==> src/mfs_params.svh <==
// Address map, field positions, reset values and limits of the motion readout.
`ifndef MFS_PARAMS_SVH
`define MFS_PARAMS_SVH
`define MFS_ADDR_MOTION   7'h02
`define MFS_ADDR_DX       7'h03
`define MFS_ADDR_DY       7'h04
`define MFS_ADDR_QUALITY  7'h05
`define MFS_ADDR_SUM      7'h06
`define MFS_ADDR_BRIGHT   7'h07
`define MFS_ADDR_RSVD_A   7'h08
`define MFS_ADDR_RSVD_B   7'h09
`define MFS_ADDR_CFG      7'h0A
`define MFS_ADDR_FLUSH    7'h12
`define MFS_CFG_RESET     8'h09
`define MFS_CFG_RSVD_MASK 8'h0F
`define MFS_CFG_GATE_BIT  6
`define MFS_CFG_TEST_BIT  5
`define MFS_CFG_RES_BIT   4
`define MFS_ST_MOT_BIT    7
`define MFS_ST_OVF_BIT    4
`define MFS_ST_RES_BIT    0
`define MFS_DRAIN_LO      16
`define MFS_DRAIN_HI      64
`define MFS_STEP_MAX      127
`define MFS_ACC_W         15
`define MFS_PIXELS        900
`define MFS_QUALITY_MAX   8'hA9
`define MFS_BYTE_BITS     4'h8
`define MFS_WR_BIT        7
`endif

==> src/mfs_pkg.sv <==
// Types shared by the serial port, the frame statistics and the register file.
package mfs_pkg;
  // One decoded serial access, read or write.
  typedef struct packed {
    logic       wr;
    logic [6:0] addr;
    logic [7:0] data;
  } mfs_access_type;
  // Statistics of the last completed frame, as the registers show them.
  typedef struct packed {
    logic [7:0] quality;
    logic [7:0] intensity;
    logic [7:0] brightest;
  } mfs_stats_type;
  // Serial port phases.
  typedef enum {
    MFS_SER_ADDR,
    MFS_SER_RD_WAIT,
    MFS_SER_RD_SHIFT,
    MFS_SER_WR_SHIFT
  } mfs_ser_state_type;
endpackage

==> src/mfs_frame_stats.sv <==
// Per-frame pixel statistics: feature count, pixel sum and brightest pixel.
`timescale 1ns/1ps
`default_nettype none
`include "mfs_params.svh"
module mfs_frame_stats import mfs_pkg::*; #(
  parameter int PIXELS = `MFS_PIXELS
) (
  input  wire logic       clk_i,
  input  wire logic       sys_rst_i,
  input  wire logic       pix_valid_i,
  input  wire logic [5:0] pix_data_i,
  input  wire logic       pix_feature_i,
  output mfs_stats_type   stats_o
);
  logic [15:0] sum_reg;
  logic [9:0]  feat_reg;
  logic [5:0]  max_reg;
  logic [15:0] idx_reg;
  logic [15:0] sum_now;
  logic [9:0]  feat_now;
  logic [5:0]  max_now;
  assign sum_now  = sum_reg + {10'h000, pix_data_i};
  assign feat_now = feat_reg + ((pix_feature_i && feat_reg != 10'h3FF) ? 10'h001 : 10'h000);
  assign max_now  = (pix_data_i > max_reg) ? pix_data_i : max_reg;
  // Frame accumulation; results publish on the last pixel of a frame.
  always_ff @(posedge clk_i) begin
    if (sys_rst_i) begin
      sum_reg <= 16'h0000; feat_reg <= 10'h000; max_reg <= 6'h00;
      idx_reg <= 16'h0000; stats_o <= '0;
    end else if (pix_valid_i) begin
      if (idx_reg == 16'(PIXELS - 1)) begin
        sum_reg <= 16'h0000; feat_reg <= 10'h000; max_reg <= 6'h00;
        idx_reg <= 16'h0000;
        stats_o.intensity <= sum_now[15:8]; // RULE_14 RULE_15
        stats_o.quality <= (feat_now[9:2] > `MFS_QUALITY_MAX) ?
                           `MFS_QUALITY_MAX : feat_now[9:2]; // RULE_13
        stats_o.brightest <= {2'b00, max_now}; // RULE_16
      end else begin
        sum_reg <= sum_now; feat_reg <= feat_now; max_reg <= max_now;
        idx_reg <= idx_reg + 16'h0001;
      end
    end
  end
endmodule
`default_nettype wire

==> src/mfs_regs.sv <==
// Motion and frame statistics register file behind the serial port.
//
// Contract
// RULE_01 - Status read freezes X and Y snapshots.
// RULE_02 - Controller reads status before X, Y.
// RULE_03 - Second status read discards unread snapshots.
// RULE_04 - Controller reads 0x02..0x04 in order.
// RULE_05 - Wide accumulators; overflow loses excess, flags.
// RULE_06 - Overflow clears after read, not full-scale.
// RULE_07 - Excess keeps motion flag; snapshot saturates.
// RULE_08 - Controller repeats reads until motion clear.
// RULE_09 - Drain within 16 or 64 reads.
// RULE_10 - Any flush write clears all motion.
// RULE_11 - X register reports, clears on read.
// RULE_12 - Y register reports, clears on read.
// RULE_13 - Quality is count over four, max 169.
// RULE_14 - Intensity is pixel sum high byte.
// RULE_15 - Intensity ranges zero to 221.
// RULE_16 - Brightest pixel six bits, top zero.
// RULE_17 - Config layout: gating, test, resolution.
// RULE_18 - Status bit 7 shows pending motion.
// RULE_19 - Status bit 4 shows overflow.
// RULE_20 - Resolution bit, mirrored in status bit 0.
// RULE_21 - All access over the serial port.
// RULE_22 - Addresses 0x08, 0x09 read zero.
// RULE_23 - Snapshot subtracts from accumulator, keeps residue.
`timescale 1ns/1ps
`default_nettype none
`include "mfs_params.svh"
module mfs_regs import mfs_pkg::*; #(
  parameter int PIXELS = `MFS_PIXELS, // Pixels per frame.
  parameter int ACC_W  = `MFS_ACC_W   // Accumulator width, signed.
) (
  input  wire logic       clk_i,
  input  wire logic       sys_rst_i,
  input  wire logic       ncs_n_i,
  input  wire logic       sclk_i,
  input  wire logic       mosi_i,
  output logic            miso_o,
  output logic            miso_oe_n_o,
  input  wire logic       motion_valid_i,
  input  wire logic [7:0] motion_dx_i,
  input  wire logic [7:0] motion_dy_i,
  input  wire logic       pix_valid_i,
  input  wire logic [5:0] pix_data_i,
  input  wire logic       pix_feature_i,
  output logic            illumination_gating_o,
  output logic            resolution_select_o,
  output logic            self_test_start_o
);

  // Accumulator limits; each read drains at most one full step up, or one step plus one down.
  localparam logic signed [ACC_W-1:0] LIM_LO =
    ACC_W'(`MFS_DRAIN_LO * `MFS_STEP_MAX);
  localparam logic signed [ACC_W-1:0] LIM_HI =
    ACC_W'(`MFS_DRAIN_HI * `MFS_STEP_MAX);
  localparam logic signed [ACC_W-1:0] STEP =
    ACC_W'(`MFS_STEP_MAX);
  // Configuration reset value, so single fields can be picked from it.
  localparam logic [7:0] CFG_RST = `MFS_CFG_RESET;

  // Decoded access from the serial port.
  mfs_access_type acc;
  logic           acc_valid;
  // Registered read answer, handed back to the port.
  logic [7:0]     rd_data_reg;
  // Statistics of the last frame.
  mfs_stats_type  stats;

  // Internal accumulators, wider than the reporting registers.
  logic signed [ACC_W-1:0] acc_x_reg, acc_x_next;
  logic signed [ACC_W-1:0] acc_y_reg, acc_y_next;
  // Frozen snapshots that the X and Y registers return.
  logic signed [7:0] snap_x_reg, snap_x_next;
  logic signed [7:0] snap_y_reg, snap_y_next;
  // Sticky overflow flag.
  logic accumulator_overflow_reg;
  // Configuration fields that software writes.
  logic illumination_gating_reg;
  logic resolution_select_reg;
  logic self_test_reg;

  // The serial port is the only way in.
  mfs_serial_port u_port ( // RULE_21
    .clk_i       (clk_i),
    .sys_rst_i   (sys_rst_i),
    .ncs_n_i     (ncs_n_i),
    .sclk_i      (sclk_i),
    .mosi_i      (mosi_i),
    .rd_data_i   (rd_data_reg),
    .acc_o       (acc),
    .acc_valid_o (acc_valid),
    .miso_o      (miso_o),
    .miso_oe_n_o (miso_oe_n_o)
  );

  // Frame statistics engine.
  mfs_frame_stats #(
    .PIXELS (PIXELS)
  ) u_stats (
    .clk_i         (clk_i),
    .sys_rst_i     (sys_rst_i),
    .pix_valid_i   (pix_valid_i),
    .pix_data_i    (pix_data_i),
    .pix_feature_i (pix_feature_i),
    .stats_o       (stats)
  );

  // Access strobes.
  logic rd_status, rd_dx, rd_dy, wr_flush, wr_cfg;
  assign rd_status = acc_valid && !acc.wr && acc.addr == `MFS_ADDR_MOTION;
  assign rd_dx     = acc_valid && !acc.wr && acc.addr == `MFS_ADDR_DX;
  assign rd_dy     = acc_valid && !acc.wr && acc.addr == `MFS_ADDR_DY;
  assign wr_flush  = acc_valid && acc.wr && acc.addr == `MFS_ADDR_FLUSH;
  assign wr_cfg    = acc_valid && acc.wr && acc.addr == `MFS_ADDR_CFG;

  // Current full-scale limit follows the resolution.
  logic signed [ACC_W-1:0] lim;
  assign lim = resolution_select_reg ? LIM_HI : LIM_LO; // RULE_09

  // Clamp an accumulator to one reportable byte.
  function automatic logic signed [7:0] clamp8(
    input logic signed [ACC_W-1:0] a
  );
    if (a > STEP) begin
      return 8'sh7F; // RULE_07
    end else if (a < -STEP - ACC_W'(1)) begin
      return 8'sh80; // RULE_07
    end
    return a[7:0];
  endfunction

  // Raw next accumulator value, one bit wider so nothing wraps.
  function automatic logic signed [ACC_W:0] grow(
    input logic signed [ACC_W-1:0] a,
    input logic signed [7:0]       taken,
    input logic signed [7:0]       d
  );
    return (ACC_W+1)'(a) - (ACC_W+1)'(taken) + (ACC_W+1)'(d);
  endfunction

  // Saturate a grown value at the current limit.
  function automatic logic signed [ACC_W-1:0] sat(
    input logic signed [ACC_W:0]   g,
    input logic signed [ACC_W-1:0] l
  );
    if (g > (ACC_W+1)'(l)) begin
      return l;
    end else if (g < -(ACC_W+1)'(l)) begin
      return -l;
    end
    return g[ACC_W-1:0];
  endfunction

  // True when a value sits at or beyond full scale.
  function automatic logic at_full(
    input logic signed [ACC_W:0]   g,
    input logic signed [ACC_W-1:0] l
  );
    return (g >= (ACC_W+1)'(l)) || (g <= -(ACC_W+1)'(l));
  endfunction

  // Amounts taken into the snapshot on a status read.
  logic signed [7:0] take_x, take_y, in_x, in_y;
  logic signed [ACC_W:0] grow_x, grow_y;
  logic ovf_event;
  always_comb begin
    take_x = rd_status ? clamp8(acc_x_reg) : 8'sh00; // RULE_01
    take_y = rd_status ? clamp8(acc_y_reg) : 8'sh00; // RULE_01
    in_x   = motion_valid_i ? motion_dx_i : 8'sh00;
    in_y   = motion_valid_i ? motion_dy_i : 8'sh00;
    // Flush drops stored motion but keeps what arrives this cycle.
    grow_x = wr_flush ? grow('0, 8'sh00, in_x) : grow(acc_x_reg, take_x, in_x);
    grow_y = wr_flush ? grow('0, 8'sh00, in_y) : grow(acc_y_reg, take_y, in_y);
    // Beyond the limit the extra path is lost.
    ovf_event = (grow_x > (ACC_W+1)'(lim)) || (grow_x < -(ACC_W+1)'(lim)) ||
                (grow_y > (ACC_W+1)'(lim)) || (grow_y < -(ACC_W+1)'(lim)); // RULE_05
    acc_x_next = sat(grow_x, lim); // RULE_05 RULE_23
    acc_y_next = sat(grow_y, lim); // RULE_05 RULE_23
  end

  // Accumulators; residue left after a snapshot carries forward.
  always_ff @(posedge clk_i) begin
    if (sys_rst_i) begin
      acc_x_reg <= '0;
      acc_y_reg <= '0;
    end else begin
      acc_x_reg <= acc_x_next; // RULE_23
      acc_y_reg <= acc_y_next; // RULE_23
    end
  end

  // Snapshots: a status read overwrites them, a data read clears the one it returns.
  always_comb begin
    snap_x_next = snap_x_reg;
    snap_y_next = snap_y_reg;
    if (wr_flush) begin
      snap_x_next = 8'sh00; // RULE_10
      snap_y_next = 8'sh00; // RULE_10
    end else if (rd_status) begin
      // Unread values from before are simply replaced.
      snap_x_next = take_x; // RULE_01 RULE_03
      snap_y_next = take_y; // RULE_01 RULE_03
    end else if (rd_dx) begin
      snap_x_next = 8'sh00; // RULE_11
    end else if (rd_dy) begin
      snap_y_next = 8'sh00; // RULE_12
    end
  end

  always_ff @(posedge clk_i) begin
    if (sys_rst_i) begin
      snap_x_reg <= 8'sh00;
      snap_y_reg <= 8'sh00;
    end else begin
      snap_x_reg <= snap_x_next;
      snap_y_reg <= snap_y_next;
    end
  end

  // Overflow flag: a new overflow wins over a clear in the same cycle.
  always_ff @(posedge clk_i) begin
    if (sys_rst_i) begin
      accumulator_overflow_reg <= 1'b0;
    end else if (ovf_event) begin
      accumulator_overflow_reg <= 1'b1; // RULE_05
    end else if (wr_flush) begin
      accumulator_overflow_reg <= 1'b0; // RULE_10
    end else if ((rd_dx || rd_dy) && !at_full(grow_x, lim) &&
                 !at_full(grow_y, lim)) begin
      accumulator_overflow_reg <= 1'b0; // RULE_06
    end
  end

  // Configuration; the self-test bit is a one-cycle trigger.
  always_ff @(posedge clk_i) begin
    if (sys_rst_i) begin
      illumination_gating_reg <= CFG_RST[`MFS_CFG_GATE_BIT];
      resolution_select_reg   <= CFG_RST[`MFS_CFG_RES_BIT];
      self_test_reg           <= 1'b0;
    end else begin
      self_test_reg <= wr_cfg && acc.data[`MFS_CFG_TEST_BIT]; // RULE_17
      if (wr_cfg) begin
        illumination_gating_reg <= acc.data[`MFS_CFG_GATE_BIT]; // RULE_17
        resolution_select_reg   <= acc.data[`MFS_CFG_RES_BIT]; // RULE_20
      end
    end
  end
  assign illumination_gating_o = illumination_gating_reg;
  assign resolution_select_o   = resolution_select_reg;
  assign self_test_start_o     = self_test_reg;

  // Read mux, sampled from state before this access updates it.
  logic [7:0] rd_value;
  always_comb begin
    rd_value = 8'h00;
    unique case (acc.addr)
      `MFS_ADDR_MOTION: begin
        rd_value[`MFS_ST_MOT_BIT] = acc_x_reg != '0 || acc_y_reg != '0; // RULE_18 RULE_07
        rd_value[`MFS_ST_OVF_BIT] = accumulator_overflow_reg; // RULE_19
        rd_value[`MFS_ST_RES_BIT] = resolution_select_reg; // RULE_20
      end
      `MFS_ADDR_DX:      rd_value = snap_x_reg; // RULE_11
      `MFS_ADDR_DY:      rd_value = snap_y_reg; // RULE_12
      `MFS_ADDR_QUALITY: rd_value = stats.quality; // RULE_13
      `MFS_ADDR_SUM:     rd_value = stats.intensity; // RULE_14
      `MFS_ADDR_BRIGHT:  rd_value = stats.brightest; // RULE_16
      `MFS_ADDR_CFG: begin
        rd_value = `MFS_CFG_RESET & `MFS_CFG_RSVD_MASK; // RULE_17
        rd_value[`MFS_CFG_GATE_BIT] = illumination_gating_reg;
        rd_value[`MFS_CFG_TEST_BIT] = self_test_reg;
        rd_value[`MFS_CFG_RES_BIT]  = resolution_select_reg;
      end
      // Reserved and unmapped addresses answer zero.
      default:           rd_value = 8'h00; // RULE_22
    endcase
  end

  // Read answer register, loaded only on a read access.
  always_ff @(posedge clk_i) begin
    if (sys_rst_i) begin
      rd_data_reg <= 8'h00;
    end else if (acc_valid && !acc.wr) begin
      rd_data_reg <= rd_value;
    end
  end
endmodule
`default_nettype wire

==> src/mfs_serial_port.sv <==
// Four-wire serial slave: samples the pins, decodes accesses, shifts read data out.
`timescale 1ns/1ps
`default_nettype none
`include "mfs_params.svh"
module mfs_serial_port import mfs_pkg::*; (
  input  wire logic     clk_i,
  input  wire logic     sys_rst_i,
  input  wire logic     ncs_n_i,
  input  wire logic     sclk_i,
  input  wire logic     mosi_i,
  input  wire logic [7:0] rd_data_i,
  output mfs_access_type acc_o,
  output logic          acc_valid_o,
  output logic          miso_o,
  output logic          miso_oe_n_o
);
  // Three-stage synchronisers; the first stage feeds only the second.
  logic [2:0] ncs_s, sclk_s, mosi_s;
  logic       ncs_reg, sclk_reg, mosi_reg;
  logic [7:0] sh_reg;
  logic [3:0] cnt_reg;
  mfs_ser_state_type st_reg;
  // A level counts once stages two and three agree.
  function automatic logic filt(input logic [2:0] s, input logic prev);
    return (s[1] == s[2]) ? s[2] : prev;
  endfunction
  always_ff @(posedge clk_i) begin
    if (sys_rst_i) begin
      ncs_s <= 3'h7; sclk_s <= 3'h7; mosi_s <= 3'h0;
      ncs_reg <= 1'b1; sclk_reg <= 1'b1; mosi_reg <= 1'b0;
    end else begin
      ncs_s <= {ncs_s[1:0], ncs_n_i}; sclk_s <= {sclk_s[1:0], sclk_i};
      mosi_s <= {mosi_s[1:0], mosi_i};
      ncs_reg <= filt(ncs_s, ncs_reg); sclk_reg <= filt(sclk_s, sclk_reg);
      mosi_reg <= filt(mosi_s, mosi_reg);
    end
  end
  // Edges of the filtered serial clock, only while selected.
  logic rise, fall;
  assign rise = !ncs_reg && !sclk_reg && filt(sclk_s, sclk_reg);
  assign fall = !ncs_reg && sclk_reg && !filt(sclk_s, sclk_reg);
  // Access sequencer; deselect always returns to address phase.
  always_ff @(posedge clk_i) begin
    acc_valid_o <= 1'b0;
    if (sys_rst_i || ncs_reg) begin
      st_reg <= MFS_SER_ADDR; cnt_reg <= 4'h0; sh_reg <= 8'h00;
      acc_o <= '0; miso_o <= 1'b0; miso_oe_n_o <= 1'b1;
    end else begin
      unique case (st_reg)
        MFS_SER_ADDR, MFS_SER_WR_SHIFT: if (rise) begin
          sh_reg <= {sh_reg[6:0], mosi_reg};
          cnt_reg <= cnt_reg + 4'h1;
          if (cnt_reg == `MFS_BYTE_BITS - 4'h1) begin
            cnt_reg <= 4'h0;
            if (st_reg == MFS_SER_WR_SHIFT) begin
              acc_o.data <= {sh_reg[6:0], mosi_reg}; acc_valid_o <= 1'b1;
              st_reg <= MFS_SER_ADDR;
            end else begin
              acc_o.wr <= sh_reg[6]; acc_o.addr <= {sh_reg[5:0], mosi_reg};
              acc_o.data <= 8'h00;
              acc_valid_o <= !sh_reg[6];
              st_reg <= sh_reg[6] ? MFS_SER_WR_SHIFT : MFS_SER_RD_WAIT;
            end
          end
        end
        // The answer register loads one edge after the strobe, so the load
        // waits one more edge; an earlier load would ship the previous answer.
        MFS_SER_RD_WAIT: begin
          cnt_reg <= cnt_reg + 4'h1;
          if (cnt_reg != 4'h0) begin
            sh_reg <= rd_data_i; miso_o <= rd_data_i[7]; miso_oe_n_o <= 1'b0;
            cnt_reg <= 4'h0; st_reg <= MFS_SER_RD_SHIFT;
          end
        end
        MFS_SER_RD_SHIFT: if (fall) begin
          sh_reg <= {sh_reg[6:0], 1'b0}; miso_o <= sh_reg[6];
          cnt_reg <= cnt_reg + 4'h1;
          if (cnt_reg == `MFS_BYTE_BITS - 4'h1) begin
            cnt_reg <= 4'h0; miso_oe_n_o <= 1'b1; st_reg <= MFS_SER_ADDR;
          end
        end
      endcase
    end
  end
endmodule
`default_nettype wire

==> config.mk <==
export PLATFORM = sky130hd
export DESIGN_NAME = mfs_regs
export DESIGN_NICKNAME = d
export VERILOG_FILES = /design/src/mfs_pkg.sv /design/src/mfs_frame_stats.sv /design/src/mfs_regs.sv /design/src/mfs_serial_port.sv
export VERILOG_INCLUDE_DIRS = /design/src /design/src/src
export SDC_FILE = /design/constraint.sdc
export NUM_CORES = 1
export LEC_CHECK = 0
export ABC_AREA = 0
export BUFFER_PORTS_ARGS = -buffer_cell sky130_fd_sc_hd__buf_4
export CAP_MARGIN = 20
export CORE_AREA = 5 5 127 153
export CTS_BUF_LIST = sky130_fd_sc_hd__clkbuf_8 sky130_fd_sc_hd__clkbuf_16
export CTS_CLUSTER_DIAMETER = 30
export DETAILED_ROUTE_END_ITERATION = 16
export DIE_AREA = 0 0 132 158
export PLACE_DENSITY_LB_ADDON = 0.25
export SYNTH_ARGS = -nofsm -noshare
export SYNTH_HDL_FRONTEND = slang
export SYNTH_SLANG_ARGS = --single-unit
==> constraint.sdc <==
create_clock -name clk_i -period 8.03 [get_ports clk_i]
set_input_delay 0.803 -clock clk_i [delete_from_list [all_inputs] [get_ports clk_i]]
set_output_delay 0.803 -clock clk_i [all_outputs]
set_load 0.05 [all_outputs]
==> metrics.md <==
| Metric | Value |
|---|---|
| Avg Inst Size Synth | `around 8 sq um` |
| DRT antenna net count | `0` |
| Final Skew | `a little over 0.009 ns` |
| H-tree depth | `4` |
| CP Capture Type | `flop` |
| Ys flop type | `dfxtp_1` |
| Root buffer cell | `clkbuf_16` |
| Max FFs per register | `22` |
| Starting Density | `just over 60%` |
| Drt via density | `roughly 6.1` |
| Crit Path Class | `flop to flop` |
| Core Area | `around 18000 sq um` |
| Hold slack | `between 0.4 and 0.5 ns` |
| Initial antenna violation count | `0` |
| Synthesized cell area | `10900 sq um` |
| Worst-path clk slew | `about 0.070 ns` |
| RSZ-0062 raised after global routing | `no` |
| Slew margin rel. | `between 20 and 30%` |
| Largest net degree at the start of global routing | `87` |
| Final core occ | `roughly two thirds` |
| CTS tree | `built` |
| Post-synthesis compound-gate area fraction | `approximately 22%` |
| Crit path max fanout | `10` |
| Fin nets | `approximately 1500` |
| Clk buf depth | `2` |
| Syn_nets | `1495` |
| Final hold violation count | `0` |
| # IOs | `35` |
| Vias in the first global route | `between 9000 and 10000` |
| CP arrival | `approximately 7.4 ns` |
| 1st-iter DRT viols | `about 830` |
| DR WL/cell | `about 17 um` |
| Period utilization | `88.5%` |
| Area growth syn-to-layout | `9.05%` |
| Yosys reg bits | `~170` |
| Global-route wire length before repair | `44800 um` |
| Worst Slack Setup Final | `0.924 ns` |
| Placer Congestion | `0.953` |
| Pwr Density | `around 370 nW/um^2` |
| Count of pins over their slew limit | `0` |
| Tmin final | `approximately 7.1 ns` |
| Endpoints failing setup | `0` |
| Ant diodes | `0` |
| Simple-Gate Fraction of Synth Area | `21.0%` |
| Share of layout cells above drive strength 1 | `between 7 and 8%` |
| Worst slack, placed | `around 1.1 ns` |
| DP Wirelength | `between 20000 and 25000 um` |
| Post-CTS sizing | `0` |
| Status | `completed` |
| Num CTS Buffers | `17` |
| TNS Setup | `0 ns` |
| Mux share of post-synthesis cell area | `2.01%` |
| CTS Hold Bufs | `0` |
| Drt drc | `0` |
| Combinational family with the most area after synthesis | `compound AO/OA/AOI/OAI gates` |
| Postcts setup bufs | `0` |
| Die width | `about 130 um` |
| Skew-Pair Late Insertion Delay | `0.44 ns` |
| Main area contributors after synthesis | `dfxtp_1, ha_1, nor2_1, fa_1, a21oi_1` |
| PortBufs | `34` |
| Adder-cell share of the synthesized area | `14.3%` |
| Post-Syn Instances | `~1400` |
| Leading area contributor after synthesis | `dfxtp_1` |
| Hold crit path type | `flop to flop` |
| Slew @ Worst Pin | `roughly 1.1 ns` |
| Gr ovfl total | `0` |
| Data required, critical path | `8.31 ns` |
| Die span in y | `between 150 and 200 um` |
| Gr usage total | `between 20% and 30%` |
| Sequential share of the synthesized area | `a little under a third` |
| Via count | `a little under 10000` |
| DIE AREA | `about 21000 sq um` |
| Share of the synthesized area in the top cell type | `a little under a third` |
| CP Launch Type | `flop` |
| CTS sink count | `between 150 and 200` |
| Site Rows | `54` |
| Worst vdd ir | `around 0.0002 V` |
| Max Cap Viol | `0` |
| Final wirelength | `about 27000 um` |
| Leakage | `between 0.004 and 0.005 uW` |
| Synth warn | `0` |
| Asr flop ratio synth | `0%` |
| Synth Area in XOR/XNOR | `between 4 and 5%` |
| Highest Clock Rate | `141 MHz` |
| Synth cell types | `84` |
| DR pass1 iterations | `6` |
| Post-synth EDFFs | `0` |
power by group:
group	internal (uW)	switching (uW)	leakage, uW
Sequential	908	63.0	0.00136
Clock	443	355	0.000286
Combinational	1010	1630	0.00320
logic make-up after synthesis:
group	Yosys count
simple gates	490
buf+inv	159
compound gates	354
mux	22
xor+xnor	61
flops	167
fa+ha+maj	106
cell usage after synthesis (16+ instances only):
master	instances
dfxtp_1	167
and3_1	16
nand2_1	102
nor3_1	37
xnor2_1	28
nand3_1	48
a22oi_1	35
a21oi_1	110
clkbuf_1	42
xor2_1	33
mux2i_1	22
nor2_1	191
ha_1	75
fa_1	31
inv_1	109
o21ai_0	56
a211oi_1	31
per-layer routing:
| layer | wire length [um] | up-vias | GRT usage (%) | part of all wire, % |
|---|---|---|---|---|
| li1 | - | 4833 | - | - |
| met1 | 11300 | 4565 | 30.8 | 41 |
| met2 | 13500 | 339 | 45.9 | 49 |
| met3 | 1500 | 91 | 4.48 | 5.5 |
| met4 | 1120 | 0 | 12.5 | 4.1 |
| met5 | 0 | - | 0 | 0 |
final timing paths:
| path | from | end | slack [ns] | depth (start not counted) |
|---|---|---|---|---|
| worst min register to register | u_port.sclk_s[0] | u_port.sclk_s[1] | 0.41 | 1 |
| worst min-delay path | u_port.sclk_s[0] | u_port.sclk_s[1] | 0.41 | 1 |
| worst max register to register | u_port.acc_o[10] | acc_x_reg[4] | 0.92 | 24 |
| worst max-delay path | u_port.acc_o[10] | acc_x_reg[4] | 0.92 | 24 |
stage by stage:
step | std cells | cell area [sq um] | power [uW]
2_1_floorplan | 1359 | 10900 | 3060
3_3_place_gp | 1578 | 11300 | 3520
3_5_place_dp | 1579 | 11400 | 3560
4_1_cts | 1611 | 11900 | 4380
5_1_grt | 1611 | 11900 | 4750
6_report | 1611 | 11900 | 4410
worst max-delay path, stage by stage (launching register included):
cell      delay, ns
dfxtp_1        0.35
or4_4          0.59
nor4_1         0.71
nand2_1        0.37
nor2_1         0.29
ha_1           0.17
inv_1          0.04
ha_1           0.21
fa_1           0.44
a211oi_1       0.33
o21ai_1        0.22
a221oi_2       0.36
o21a_1         0.18
xor2_1         0.07
o21ai_0        0.42
ha_1           0.34
nor2_1         0.18
nand4_1        0.12
a211oi_1       0.33
or2_1          0.16
o22a_1         0.38
clkinv_2       0.17
ha_1           0.22
a211oi_1       0.23
a311oi_1       0.07
layout make-up:
cell class              instances  area, sq um
repair buffers                 42          319
fillers                      1492         5980
flip-flops and latches        167         3340
inverters                     113          425
clock inverters                14          136
multi-input cells            1033         6980
clock buffers                  18          439
well taps                     224          280
cells in the final DEF, fill, tap and decap left out, types with 6 or more instances in the layout:
master     count
a211oi_1      31
a21o_1        14
a21oi_1      110
a22oi_1       35
a31oi_1       13
and2_1         8
and3_1        16
buf_4         41
clkbuf_16     17
dfxtp_1      167
fa_1          31
ha_1          75
inv_1        109
mux2i_1       22
nand2_1      102
nand2b_1       8
nand3_1       48
nand3b_1       6
nand4_1       14
nor2_1       190
nor2b_1       10
nor3_1        37
nor4_1        11
o211ai_1       7
o21a_1        12
o21ai_0       56
o21ai_1       11
o21bai_1       6
or2_2          9
or3_1          7
xnor2_1       28
xor2_1        33
Power figures use the tool's default switching activity.
